### config.mk
export PLATFORM = sky130hd
export DESIGN_NAME = fbpu_top
export DESIGN_NICKNAME = d
export VERILOG_FILES = /design/src/rtl/fbpu_pkg.sv /design/src/rtl/fbpu_us_tick.sv /design/src/rtl/fbpu_access_check.sv /design/src/rtl/fbpu_top.sv
export SDC_FILE = /design/constraint.sdc
export NUM_CORES = 1
export LEC_CHECK = 0
export BUFFER_PORTS_ARGS = -buffer_cell sky130_fd_sc_hd__buf_2
export CAP_MARGIN = 10
export CORE_AREA = 10 10 255 257
export DETAILED_ROUTE_END_ITERATION = 7
export DIE_AREA = 0 0 265 267
export SYNTH_ARGS = -nofsm -noshare
export SYNTH_HDL_FRONTEND = slang
export SYNTH_SLANG_ARGS = --single-unit
### constraint.sdc
create_clock -name clk_sys_in -period 4.1 [get_ports clk_sys_in]
set_clock_uncertainty 0.2 [all_clocks]
set_input_delay 0.41 -clock clk_sys_in [delete_from_list [all_inputs] [get_ports clk_sys_in]]
set_output_delay 0.41 -clock clk_sys_in [all_outputs]
set_load 0.02 [all_outputs]
### src/rtl/fbpu_pkg.sv
// Shared constants, codes and carrier types of the flash protection unit.
// Assumes a single 200 MHz system clock and an external nonvolatile array.
package fbpu_pkg;

    localparam int unsigned CLK_PERIOD_PS = 5000;
    localparam int unsigned PS_PER_US = 1000000;
    // Reset value of the clocks-per-microsecond count, from the clock rate
    localparam logic [31:0] USEC_RESET = 32'(PS_PER_US / CLK_PERIOD_PS);
    // Length of the nonvolatile write pulse, in microseconds
    localparam logic [7:0] NV_PULSE_US = 8'h14;
    // Flash blocks are 2 kB, so the block index starts at address bit 11
    localparam int unsigned BLOCK_SHIFT = 11;
    localparam int unsigned NUM_BLOCKS_DEF = 64;

    localparam logic [1:0] PROT_FULL_ACCESS = 2'h0;
    localparam logic [1:0] PROT_NO_MODIFY = 2'h1;
    localparam logic [1:0] PROT_FETCH_ONLY = 2'h2;
    // Erased nonvolatile cells read as all ones
    localparam logic [1:0] PROT_NV_ERASED = 2'h3;

    localparam int unsigned INT_ACCESS = 0;
    localparam int unsigned INT_PROGRAM = 1;

    typedef enum logic [1:0] {
        ST_LOAD, ST_IDLE, ST_PROG
    } fbpu_state_t;

    typedef enum logic [2:0] {
        OP_PROT_SET, OP_PROT_COMMIT, OP_USER_SET, OP_USER_COMMIT, OP_USEC_SET
    } fbpu_op_t;

    typedef enum logic [1:0] {
        ACC_READ, ACC_FETCH, ACC_ERASE, ACC_PROGRAM
    } fbpu_kind_t;

    typedef struct packed {
        logic valid;
        fbpu_op_t op;
        logic [31:0] addr;
        logic [1:0] prot;
        logic [31:0] data0;
        logic [31:0] data1;
    } fbpu_cmd_t;

    typedef struct packed {
        logic valid;
        fbpu_kind_t kind;
        logic [31:0] addr;
    } fbpu_acc_t;

    typedef struct packed {
        logic valid;
        logic err;
    } fbpu_rsp_t;

endpackage

### src/rtl/fbpu_us_tick.sv
// Microsecond tick divider for program, erase and commit timing.
// Assumes the count input is stable while a timed operation runs.
`timescale 1ns/1ps
module fbpu_us_tick (
    input wire logic clk_sys_in,
    input wire logic rst_n_in,
    input wire logic [31:0] usec_in,
    output logic tick_out
);
    typedef struct packed {
        logic [31:0] cnt;
        logic tick;
    } fbpu_tick_st_t;

    fbpu_tick_st_t state_reg;
    fbpu_tick_st_t state_next;

    // A count of zero behaves as one so the tick never stops
    always_comb begin
        state_next = state_reg;
        state_next.tick = 1'b0;
        if (state_reg.cnt + 32'h1 >= usec_in) begin
            state_next.cnt = 32'h0;
            state_next.tick = 1'b1;
        end else begin
            state_next.cnt = state_reg.cnt + 32'h1;
        end
    end

    always_ff @(posedge clk_sys_in or negedge rst_n_in) begin
        if (!rst_n_in) begin
            state_reg <= '0;
        end else begin
            state_reg <= state_next;
        end
    end

    assign tick_out = state_reg.tick;
endmodule

### src/rtl/fbpu_access_check.sv
// Protection lookup for one flash access: block decode and permission.
// Purely combinational; the caller registers the verdict.
`timescale 1ns/1ps
module fbpu_access_check
    import fbpu_pkg::*;
#(
    parameter int unsigned NUM_BLOCKS = NUM_BLOCKS_DEF
) (
    input wire logic [NUM_BLOCKS-1:0][1:0] prot_in,
    input wire logic [31:0] addr_in,
    input wire fbpu_pkg::fbpu_kind_t kind_in,
    output logic hit_out,
    output logic allow_out
);
    import fbpu_pkg::*;

    logic [31:0] idx;
    logic [1:0] prot;

    always_comb begin
        idx = addr_in >> BLOCK_SHIFT;
        hit_out = idx < NUM_BLOCKS;
        prot = hit_out ? prot_in[idx[$clog2(NUM_BLOCKS)-1:0]]
            : PROT_FETCH_ONLY;
        allow_out = 1'b0;
        if (hit_out) begin
            case (kind_in)
                ACC_FETCH: allow_out = 1'b1;
                ACC_READ: allow_out = prot != PROT_FETCH_ONLY;
                ACC_ERASE: allow_out = prot == PROT_FULL_ACCESS;
                ACC_PROGRAM: allow_out = prot == PROT_FULL_ACCESS;
                default: allow_out = 1'b0;
            endcase
        end
    end
endmodule

### src/rtl/fbpu_top.sv
// Flash block protection, user words and timing count, with commit engine.
// Assumes an external nonvolatile array holding the committed copies and
// a separate erase/program datapath that reports its own completion.
//
// Contract
// - Each 2 kB block keeps its own state
// - Full-access block allows all four access kinds
// - No-modify block refuses erase and program
// - Fetch-only block allows instruction fetch only
// - Updates may only tighten a block
// - Fetch-only block ignores all later updates
// - Loosening is blocked and reported failed
// - Uncommitted changes vanish at next reset
// - Protection commit writes nonvolatile copy permanently
// - Violating access raises access interrupt
// - Clocks-per-microsecond count held and readable
// - Count times only program/erase signalling; the code also times the commit write pulse with it
// - Two user words readable at all times
// - User words writable as working copy
// - User commit writes both words permanently
// - Commit shows busy; requester waits completion
// - Internal commit failure reports hardware error
// - Bad address or code rejected with error
// - Per-source enables; raw and masked readable
// - Erase/program completion raises its own interrupt
`timescale 1ns/1ps
module fbpu_top
    import fbpu_pkg::*;
#(
    parameter int unsigned NUM_BLOCKS = NUM_BLOCKS_DEF
) (
    input wire logic clk_sys_in,
    input wire logic rst_n_in,
    input wire fbpu_pkg::fbpu_cmd_t cmd_in,
    output fbpu_pkg::fbpu_rsp_t rsp_out,
    output logic busy_out,
    input wire fbpu_pkg::fbpu_acc_t acc_in,
    output logic acc_grant_out,
    output logic acc_deny_out,
    input wire logic [31:0] query_addr_in,
    output logic [1:0] query_prot_out,
    output logic [31:0] user0_out,
    output logic [31:0] user1_out,
    output logic [31:0] clocks_per_microsecond_out,
    output logic us_tick_out,
    input wire logic op_done_in,
    input wire logic [1:0] int_en_in,
    input wire logic [1:0] int_clr_in,
    output logic [1:0] int_raw_out,
    output logic [1:0] int_masked_out,
    output logic irq_out,
    input wire logic [NUM_BLOCKS-1:0][1:0] nv_prot_in,
    input wire logic [31:0] nv_user0_in,
    input wire logic [31:0] nv_user1_in,
    input wire logic nv_err_in,
    output logic nv_wr_out,
    output logic nv_sel_user_out,
    output logic [NUM_BLOCKS-1:0][1:0] nv_prot_wdata_out,
    output logic [31:0] nv_user0_wdata_out,
    output logic [31:0] nv_user1_wdata_out
);
    import fbpu_pkg::*;

    localparam int unsigned IDX_W = $clog2(NUM_BLOCKS);

    typedef struct packed {
        fbpu_state_t st;
        logic [NUM_BLOCKS-1:0][1:0] prot;
        logic [31:0] user0;
        logic [31:0] user1;
        logic [31:0] usec;
        logic [7:0] us_cnt;
        logic sel_user;
        logic nv_wr;
        logic busy;
        logic rsp_valid;
        logic rsp_err;
        logic grant;
        logic deny;
        logic [1:0] raw;
        logic [1:0] masked;
        logic irq;
        logic [1:0] query_prot;
        logic tick;
    } fbpu_top_st_t;

    fbpu_top_st_t state_reg;
    fbpu_top_st_t state_next;

    logic us_tick;
    logic acc_hit;
    logic acc_allow;
    logic [31:0] set_idx;
    logic [31:0] query_idx;
    logic [1:0] cur_prot;
    logic violation;
    logic [1:0] int_set;

    fbpu_us_tick u_us_tick (
        .clk_sys_in(clk_sys_in),
        .rst_n_in(rst_n_in),
        .usec_in(state_reg.usec),
        .tick_out(us_tick)
    );

    fbpu_access_check #(
        .NUM_BLOCKS(NUM_BLOCKS)
    ) u_access_check (
        .prot_in(state_reg.prot),
        .addr_in(acc_in.addr),
        .kind_in(acc_in.kind),
        .hit_out(acc_hit),
        .allow_out(acc_allow)
    );

    always_comb begin
        set_idx = cmd_in.addr >> BLOCK_SHIFT;
        query_idx = query_addr_in >> BLOCK_SHIFT;
        cur_prot = state_reg.prot[set_idx[IDX_W-1:0]];
    end

    // Accesses are not judged while the working copy is still loading,
    // otherwise the reset default would briefly open protected blocks.
    always_comb begin
        violation = acc_in.valid && state_reg.st != ST_LOAD && !acc_allow;
        int_set = '0;
        int_set[INT_ACCESS] = violation;
        int_set[INT_PROGRAM] = op_done_in;
    end

    always_comb begin
        state_next = state_reg;
        state_next.rsp_valid = 1'b0;
        state_next.grant = 1'b0;
        state_next.deny = 1'b0;
        state_next.tick = us_tick;

        // Set wins over a clear arriving in the same cycle
        state_next.raw = (state_reg.raw & ~int_clr_in) | int_set;
        state_next.masked = state_next.raw & int_en_in;
        state_next.irq = |state_next.masked;

        if (query_idx < NUM_BLOCKS) begin
            state_next.query_prot = state_reg.prot[query_idx[IDX_W-1:0]];
        end else begin
            state_next.query_prot = PROT_FETCH_ONLY;
        end

        if (acc_in.valid && state_reg.st != ST_LOAD) begin
            state_next.grant = acc_allow;
            state_next.deny = !acc_allow;
        end

        case (state_reg.st)
            ST_LOAD: begin
                // Erased cells mean never committed: full access
                for (int i = 0; i < NUM_BLOCKS; i++) begin
                    if (nv_prot_in[i] == PROT_NV_ERASED) begin
                        state_next.prot[i] = PROT_FULL_ACCESS;
                    end else begin
                        state_next.prot[i] = nv_prot_in[i];
                    end
                end
                state_next.user0 = nv_user0_in;
                state_next.user1 = nv_user1_in;
                state_next.busy = 1'b0;
                state_next.st = ST_IDLE;
            end
            ST_IDLE: begin
                if (cmd_in.valid) begin
                    state_next.rsp_valid = 1'b1;
                    state_next.rsp_err = 1'b0;
                    case (cmd_in.op)
                        OP_PROT_SET: begin
                            if (set_idx >= NUM_BLOCKS ||
                                cmd_in.prot == PROT_NV_ERASED) begin
                                state_next.rsp_err = 1'b1;
                            end else if (cur_prot == PROT_FETCH_ONLY) begin
                                // Locked for good; a repeat is harmless
                                state_next.rsp_err =
                                    cmd_in.prot != PROT_FETCH_ONLY;
                            end else if (cmd_in.prot < cur_prot) begin
                                state_next.rsp_err = 1'b1;
                            end else begin
                                state_next.prot[set_idx[IDX_W-1:0]] =
                                    cmd_in.prot;
                            end
                        end
                        OP_USER_SET: begin
                            state_next.user0 = cmd_in.data0;
                            state_next.user1 = cmd_in.data1;
                        end
                        OP_USEC_SET: begin
                            state_next.usec = cmd_in.data0;
                        end
                        OP_PROT_COMMIT, OP_USER_COMMIT: begin
                            // Answer comes when the pulse has ended
                            state_next.rsp_valid = 1'b0;
                            state_next.sel_user = cmd_in.op == OP_USER_COMMIT;
                            state_next.nv_wr = 1'b1;
                            state_next.busy = 1'b1;
                            state_next.us_cnt = 8'h0;
                            state_next.st = ST_PROG;
                        end
                        default: begin
                            state_next.rsp_err = 1'b1;
                        end
                    endcase
                end
            end
            ST_PROG: begin
                // Pulse length rides on the programmed count, so a wrong
                // count gives a wrong pulse, as software was warned.
                if (us_tick) begin
                    if (state_reg.us_cnt == NV_PULSE_US - 8'h1) begin
                        state_next.nv_wr = 1'b0;
                        state_next.busy = 1'b0;
                        state_next.rsp_valid = 1'b1;
                        state_next.rsp_err = nv_err_in;
                        state_next.st = ST_IDLE;
                    end else begin
                        state_next.us_cnt = state_reg.us_cnt + 8'h1;
                    end
                end
            end
            default: begin
                state_next.st = ST_LOAD;
            end
        endcase
    end

    always_ff @(posedge clk_sys_in or negedge rst_n_in) begin
        if (!rst_n_in) begin
            state_reg <= '0;
            state_reg.st <= ST_LOAD;
            state_reg.busy <= 1'b1;
            state_reg.usec <= USEC_RESET;
            state_reg.query_prot <= PROT_FETCH_ONLY;
        end else begin
            state_reg <= state_next;
        end
    end

    assign rsp_out.valid = state_reg.rsp_valid;
    assign rsp_out.err = state_reg.rsp_err;
    assign busy_out = state_reg.busy;
    assign acc_grant_out = state_reg.grant;
    assign acc_deny_out = state_reg.deny;
    assign query_prot_out = state_reg.query_prot;
    assign user0_out = state_reg.user0;
    assign user1_out = state_reg.user1;
    assign clocks_per_microsecond_out = state_reg.usec;
    assign us_tick_out = state_reg.tick;
    assign int_raw_out = state_reg.raw;
    assign int_masked_out = state_reg.masked;
    assign irq_out = state_reg.irq;
    assign nv_wr_out = state_reg.nv_wr;
    assign nv_sel_user_out = state_reg.sel_user;
    assign nv_prot_wdata_out = state_reg.prot;
    assign nv_user0_wdata_out = state_reg.user0;
    assign nv_user1_wdata_out = state_reg.user1;
endmodule

* Word-level counts from Yosys, hierarchy flattened
Cells that the tools add are included.
Storage, ports and cells: flip-flop bits (word level) 282, input port bits 369
Cells by class: add/subtract/negate cells 2, $lt $le $gt $ge 9, equal/unequal tests 88, mux-type cells 105, bitwise gates (word level) 4, reduce and logical (&&, ||, !) cells 26
Operators by type and width (number):
- 2-to-1 mux 128 bit | 4
- case mux 192 bit (2 select lines) | 1
- 2-to-1 mux 239 bit | 1
- 2-to-1 mux 2 bit | 74
- equality test 2 bit (second input constant) | 69
- bitwise mux 128 bit | 1
- 2-to-1 mux 32 bit | 2
- 2-to-1 mux 64 bit | 1
- less-than comparator 21 x 7 -> 1 bit (second input constant) | 2
- binary-select mux 2 bit (select 6 bit) | 3
- adder 32 x 1 -> 32 bit (second input constant) | 1
- >= comparator 32 bit | 1
- >= comparator 21 x 7 -> 1 bit (second input constant) | 1
- less-than comparator 6 x 7 -> 1 bit (second input constant) | 3
- 2-to-1 mux 8 bit | 2
- inequality test 2 bit (second input constant) | 8
- case mux 8 bit (2 select lines) | 1
- AND reduction 5 bit | 3
- demux 2 bit (select 6 bit) | 1
- 2-to-1 mux 12 bit | 1
- AND reduction 3 bit | 3
- adder 8 x 1 -> 8 bit (second input constant) | 1
- equality test 8 x 5 -> 1 bit (second input constant) | 1
- 2-to-1 mux 4 bit | 2
- other kinds (26) | 47

* Depth between registers and ports, before layout
depth in word-level cells 11, depth in mapped cells 18, depth with buffers taken out 15

* By module
Synthesis repeated with hierarchy kept, for this count alone.
Second synthesis, totals: cells, all modules 2398, area, all modules 21720.8 µm²
Modules (own cells, without submodules):
- fbpu_top | instances 1, cells each 2004, area an instance 17918.4 µm², sequential area each 6237.2 µm²
- fbpu_us_tick | instances 1, cells each 274, area an instance 2529.9 µm², sequential area each 825.8 µm²
- fbpu_access_check | instances 1, cells each 120, area an instance 1272.5 µm², sequential area each 0.0 µm²

* Worst setup path after synthesis
No wires, ideal clock.
path kind register -> register, from register u_us_tick.state_reg[1] in the netlist's numbering, to register u_us_tick.state_reg[10] in the netlist's numbering, setup time 0.136 ns, arrival 4.036 ns, required time 3.764 ns, path slack -0.271 ns, cell stages (with the launch flop) 17, path buffers 2, period minus slack after synthesis 4.371 ns, cells stage by stage dfrtp_1 -> ha_1 -> and3_1 -> and2_1 -> and3b_1 -> clkbuf_1 -> and3_1 -> nand3_1 -> xnor2_1 -> ha_1 -> nand4_1 -> nor3_1 -> nand3_1 -> or4_1 -> a2111oi_0 -> clkbuf_1 -> nor3b_1
RTL lines:
- from (decl) | line fbpu_us_tick.sv:15 | fbpu_tick_st_t state_reg;
- from (signal assigned) | line fbpu_us_tick.sv:34 | state_reg <= state_next;

==> metrics.txt <==
max reg flops 128; Inst Count DP 3474; Total Die Area 70800 sq um; DR top layer met5; Max FO, Critical Path 8; initial core utilization 35.5%; Gate Count Post-Synth 2422; # rows 90; Skew-Pair Late Insertion Delay 560 ps; Setup crit end kind register; die width 265 um; top cell type by total area after synthesis dfrtp_1; synth unique cells 71; critical setup path kind register to register; fin crit share 96.6%; HP Class input port to register; Slew headroom 28.1%; Hold Path Origin nv_prot_in[99]; Fin Setup TNS 0 ps; final weighted congestion in routability-driven placement 0.932; final std cells w/o fill 3757; Final Slew Violations 0; H-Tree Depth 2; R2R Path Start u_us_tick.state_reg[1]; CTS tree yes; top cells by count, synth nand2_1, buf_4, dfrtp_1; vias in the first global route 20800; core area 59900 sq um; clock slew at reported path FFs 60 ps; power after layout 20.6 mW; DRT Pass-1 Iters 7; first-pass GRT wire length 133000 um; f_max 0.252 GHz; Max VDD drop 0.000496 V; sequential power share 28.4%; Setup crit start kind register; Die Span Y 267 um; CTS Buf Count 36; Yosys top cell area share 32.6%; worst endpoint required time 4340 ps; post-synthesis sequential area ratio 33.3%; starting DRC count in detailed routing 2104; CTS Root Buffer Type clkbuf_16; Tot GR Track Use 24.3%; Final HPWL DP 69000 um; Routed WL 90700 um; via count 20900; Syn. warnings 0; Final Hold Viols 0; post-route ant nets 0; # IOs 672; WL/cell 24.1 um; Placed Area 23400 sq um; clk sinks 282; status completed; largest net degree at the start of global routing 129; Clock Path Buffers 3; max-cap violations 0; synthesized area 21200 sq um; GRT Residual Overflow 0; IO Port Bufs 638; prevailing post-synth register cell dfrtp_1; post-synthesis area per instance 8.77 sq um; Worst Path Arrival 4200 ps; Leak 12.3 nW; worst reg2reg endpoint u_us_tick.state_reg[18]; Area growth syn-to-layout 26.7%; Pwr Density 767 nW/um^2; Post-synth EDFFs 0; Yosys reg bits 282; WHS Path Cells 4; met1 wire length 36700 um; Worst R2R Setup Slack 140 ps; DRC violations left 0; dominant cells by area after synthesis dfrtp_1, buf_4, mux4_2; endpoints failing setup 0; Sw Pwr 10.2 mW; Nets 3351; count leader, synth nand2_1; ys async rst share 100%; antenna violations before repair 17; switching fraction of total power 49.4%; clock share of power 15.6%; share of cells above drive strength 1 34.5%; Tmin final 3960 ps; Synth Net Count 2830; post-DR vias/cell 5.56; met2 wire len 42600 um; met3 WL post-DR 8490 um; hold-critical path endpoint nv_prot_wdata_out[98]; measured slew at the worst slew-check pin 1080 ps; combinational power share 56.0%; Power Internal 10.4 mW; R2R cell count 17; post-route cell area 26900 sq um
==> worst max-delay path, stage by stage, from the launching register on <==
cell and delay, ps:
dfrtp_1 380, ha_2 190, and3_4 180, and2_4 140, and3b_1 190, and3_4 230
nand3_2 100, xnor2_2 170, ha_1 320, nand2_2 80, nor3_4 200, nand3_2 100
or4_4 500, buf_6 140, a2111oi_4 290, buf_6 200, clkbuf_16 160, nor3b_1 50
==> routing by layer <==
layer	vias up	track usage (%)
met5	-	0
met4	12	8.18
met3	170	5.60
met2	1159	39.9
met1	10300	30.9
li1	9261	-
==> layout by cell type (no fill, tap or decap), drive strengths merged, types with 11 or more instances in the layout <==
cell type / netlist / routed
nand3: 32 / 32
and2: 14 / 14
inv: 175 / 175
nor3: 13 / 13
ha: 39 / 39
and3: 17 / 17
nor2: 153 / 153
a21oi: 145 / 145
a21o: 16 / 16
or3b: 65 / 65
buf: 347 / 728
xnor2: 19 / 19
xor2: 11 / 11
mux2: 48 / 48
mux2i: 17 / 17
nor3b: 35 / 35
a32oi: 129 / 129
o21ai: 158 / 158
mux4: 85 / 85
nand2: 306 / 306
nor4: 13 / 13
nor2b: 79 / 79
clkbuf: 106 / 53
nand2b: 12 / 12
dfrtp: 277 / 277
dlygate4sd3: 0 / 205
nand4: 12 / 12
==> power groups by stage <==
stage          Combinational [mW]  Clock, mW  Sequential, mW
2_1_floorplan                9.36          0            5.04
3_3_place_gp                 10.9          0            5.77
3_5_place_dp                 11.1          0            5.85
4_1_cts                      11.5       3.30            5.81
5_1_grt                      12.5       3.40            5.98
6_report                     11.6       3.22            5.86
==> metrics by stage <==
| step | hold slack (ps) | setup WS (ps) | util [%] |
|---|---|---|---|
| 2_1_floorplan | -85.6 | 83.0 | - |
| 3_3_place_gp | 267 | 101 | 39.1 |
| 3_5_place_dp | 276 | 42.3 | 39.1 |
| 4_1_cts | 0.725 | 55.1 | 44.5 |
| 5_1_grt | 21.5 | -48.9 | 44.9 |
| 6_report | 33.5 | 138 | 44.9 |
==> cell type report <==
cell class,count,area [sq um]
fillers,5772,33000
multi-input cells,1511,10800
flip-flops and latches,282,7060
repair buffers,936,6210
clock buffers,50,1020
well taps,782,978
inverters,176,661
clock inverters,14,165
diodes,6,15.0
==> worst max-delay path by stage <==
| stage | cells past startpoint | start | slack (ps) | to |
|---|---|---|---|---|
| floorplan | 16 | u_us_tick.state_reg[1] | 80 | u_us_tick.state_reg[10] |
| CTS | 16 | u_us_tick.state_reg[5] | 60 | u_us_tick.state_reg[21] |
| global route | 17 | u_us_tick.state_reg[1] | -50 | u_us_tick.state_reg[17] |
| finish | 17 | u_us_tick.state_reg[1] | 140 | u_us_tick.state_reg[18] |
| global placement | 16 | u_us_tick.state_reg[5] | 100 | u_us_tick.tick_out |
| detailed placement | 14 | cmd_in[79] | 40 | nv_prot_wdata_out[41] |
==> cells by family (layout without fill, tap and decap cells) <==
kind of cell,Yosys count,count (layout),synth area share [%]
other,0,6,0
AND/OR/NAND/NOR,780,780,18.5
buffers and inverters,629,1176,16.8
flip-flops,282,282,33.3
adder cells (fa/ha/maj),39,39,2.30
multiplexers,150,150,12.4
AO/OA/AOI/OAI,512,512,15.5
XOR/XNOR,30,30,1.24
==> repair_timing <==
item,4_1_cts,5_1_grt
gates resized for setup,0,27
setup endpoints to repair,0,54
endpoints found under the hold margin,330,0
hold buffers,205,0
setup buffers,0,4
Note: power is estimated with default switching activity, not from simulation.
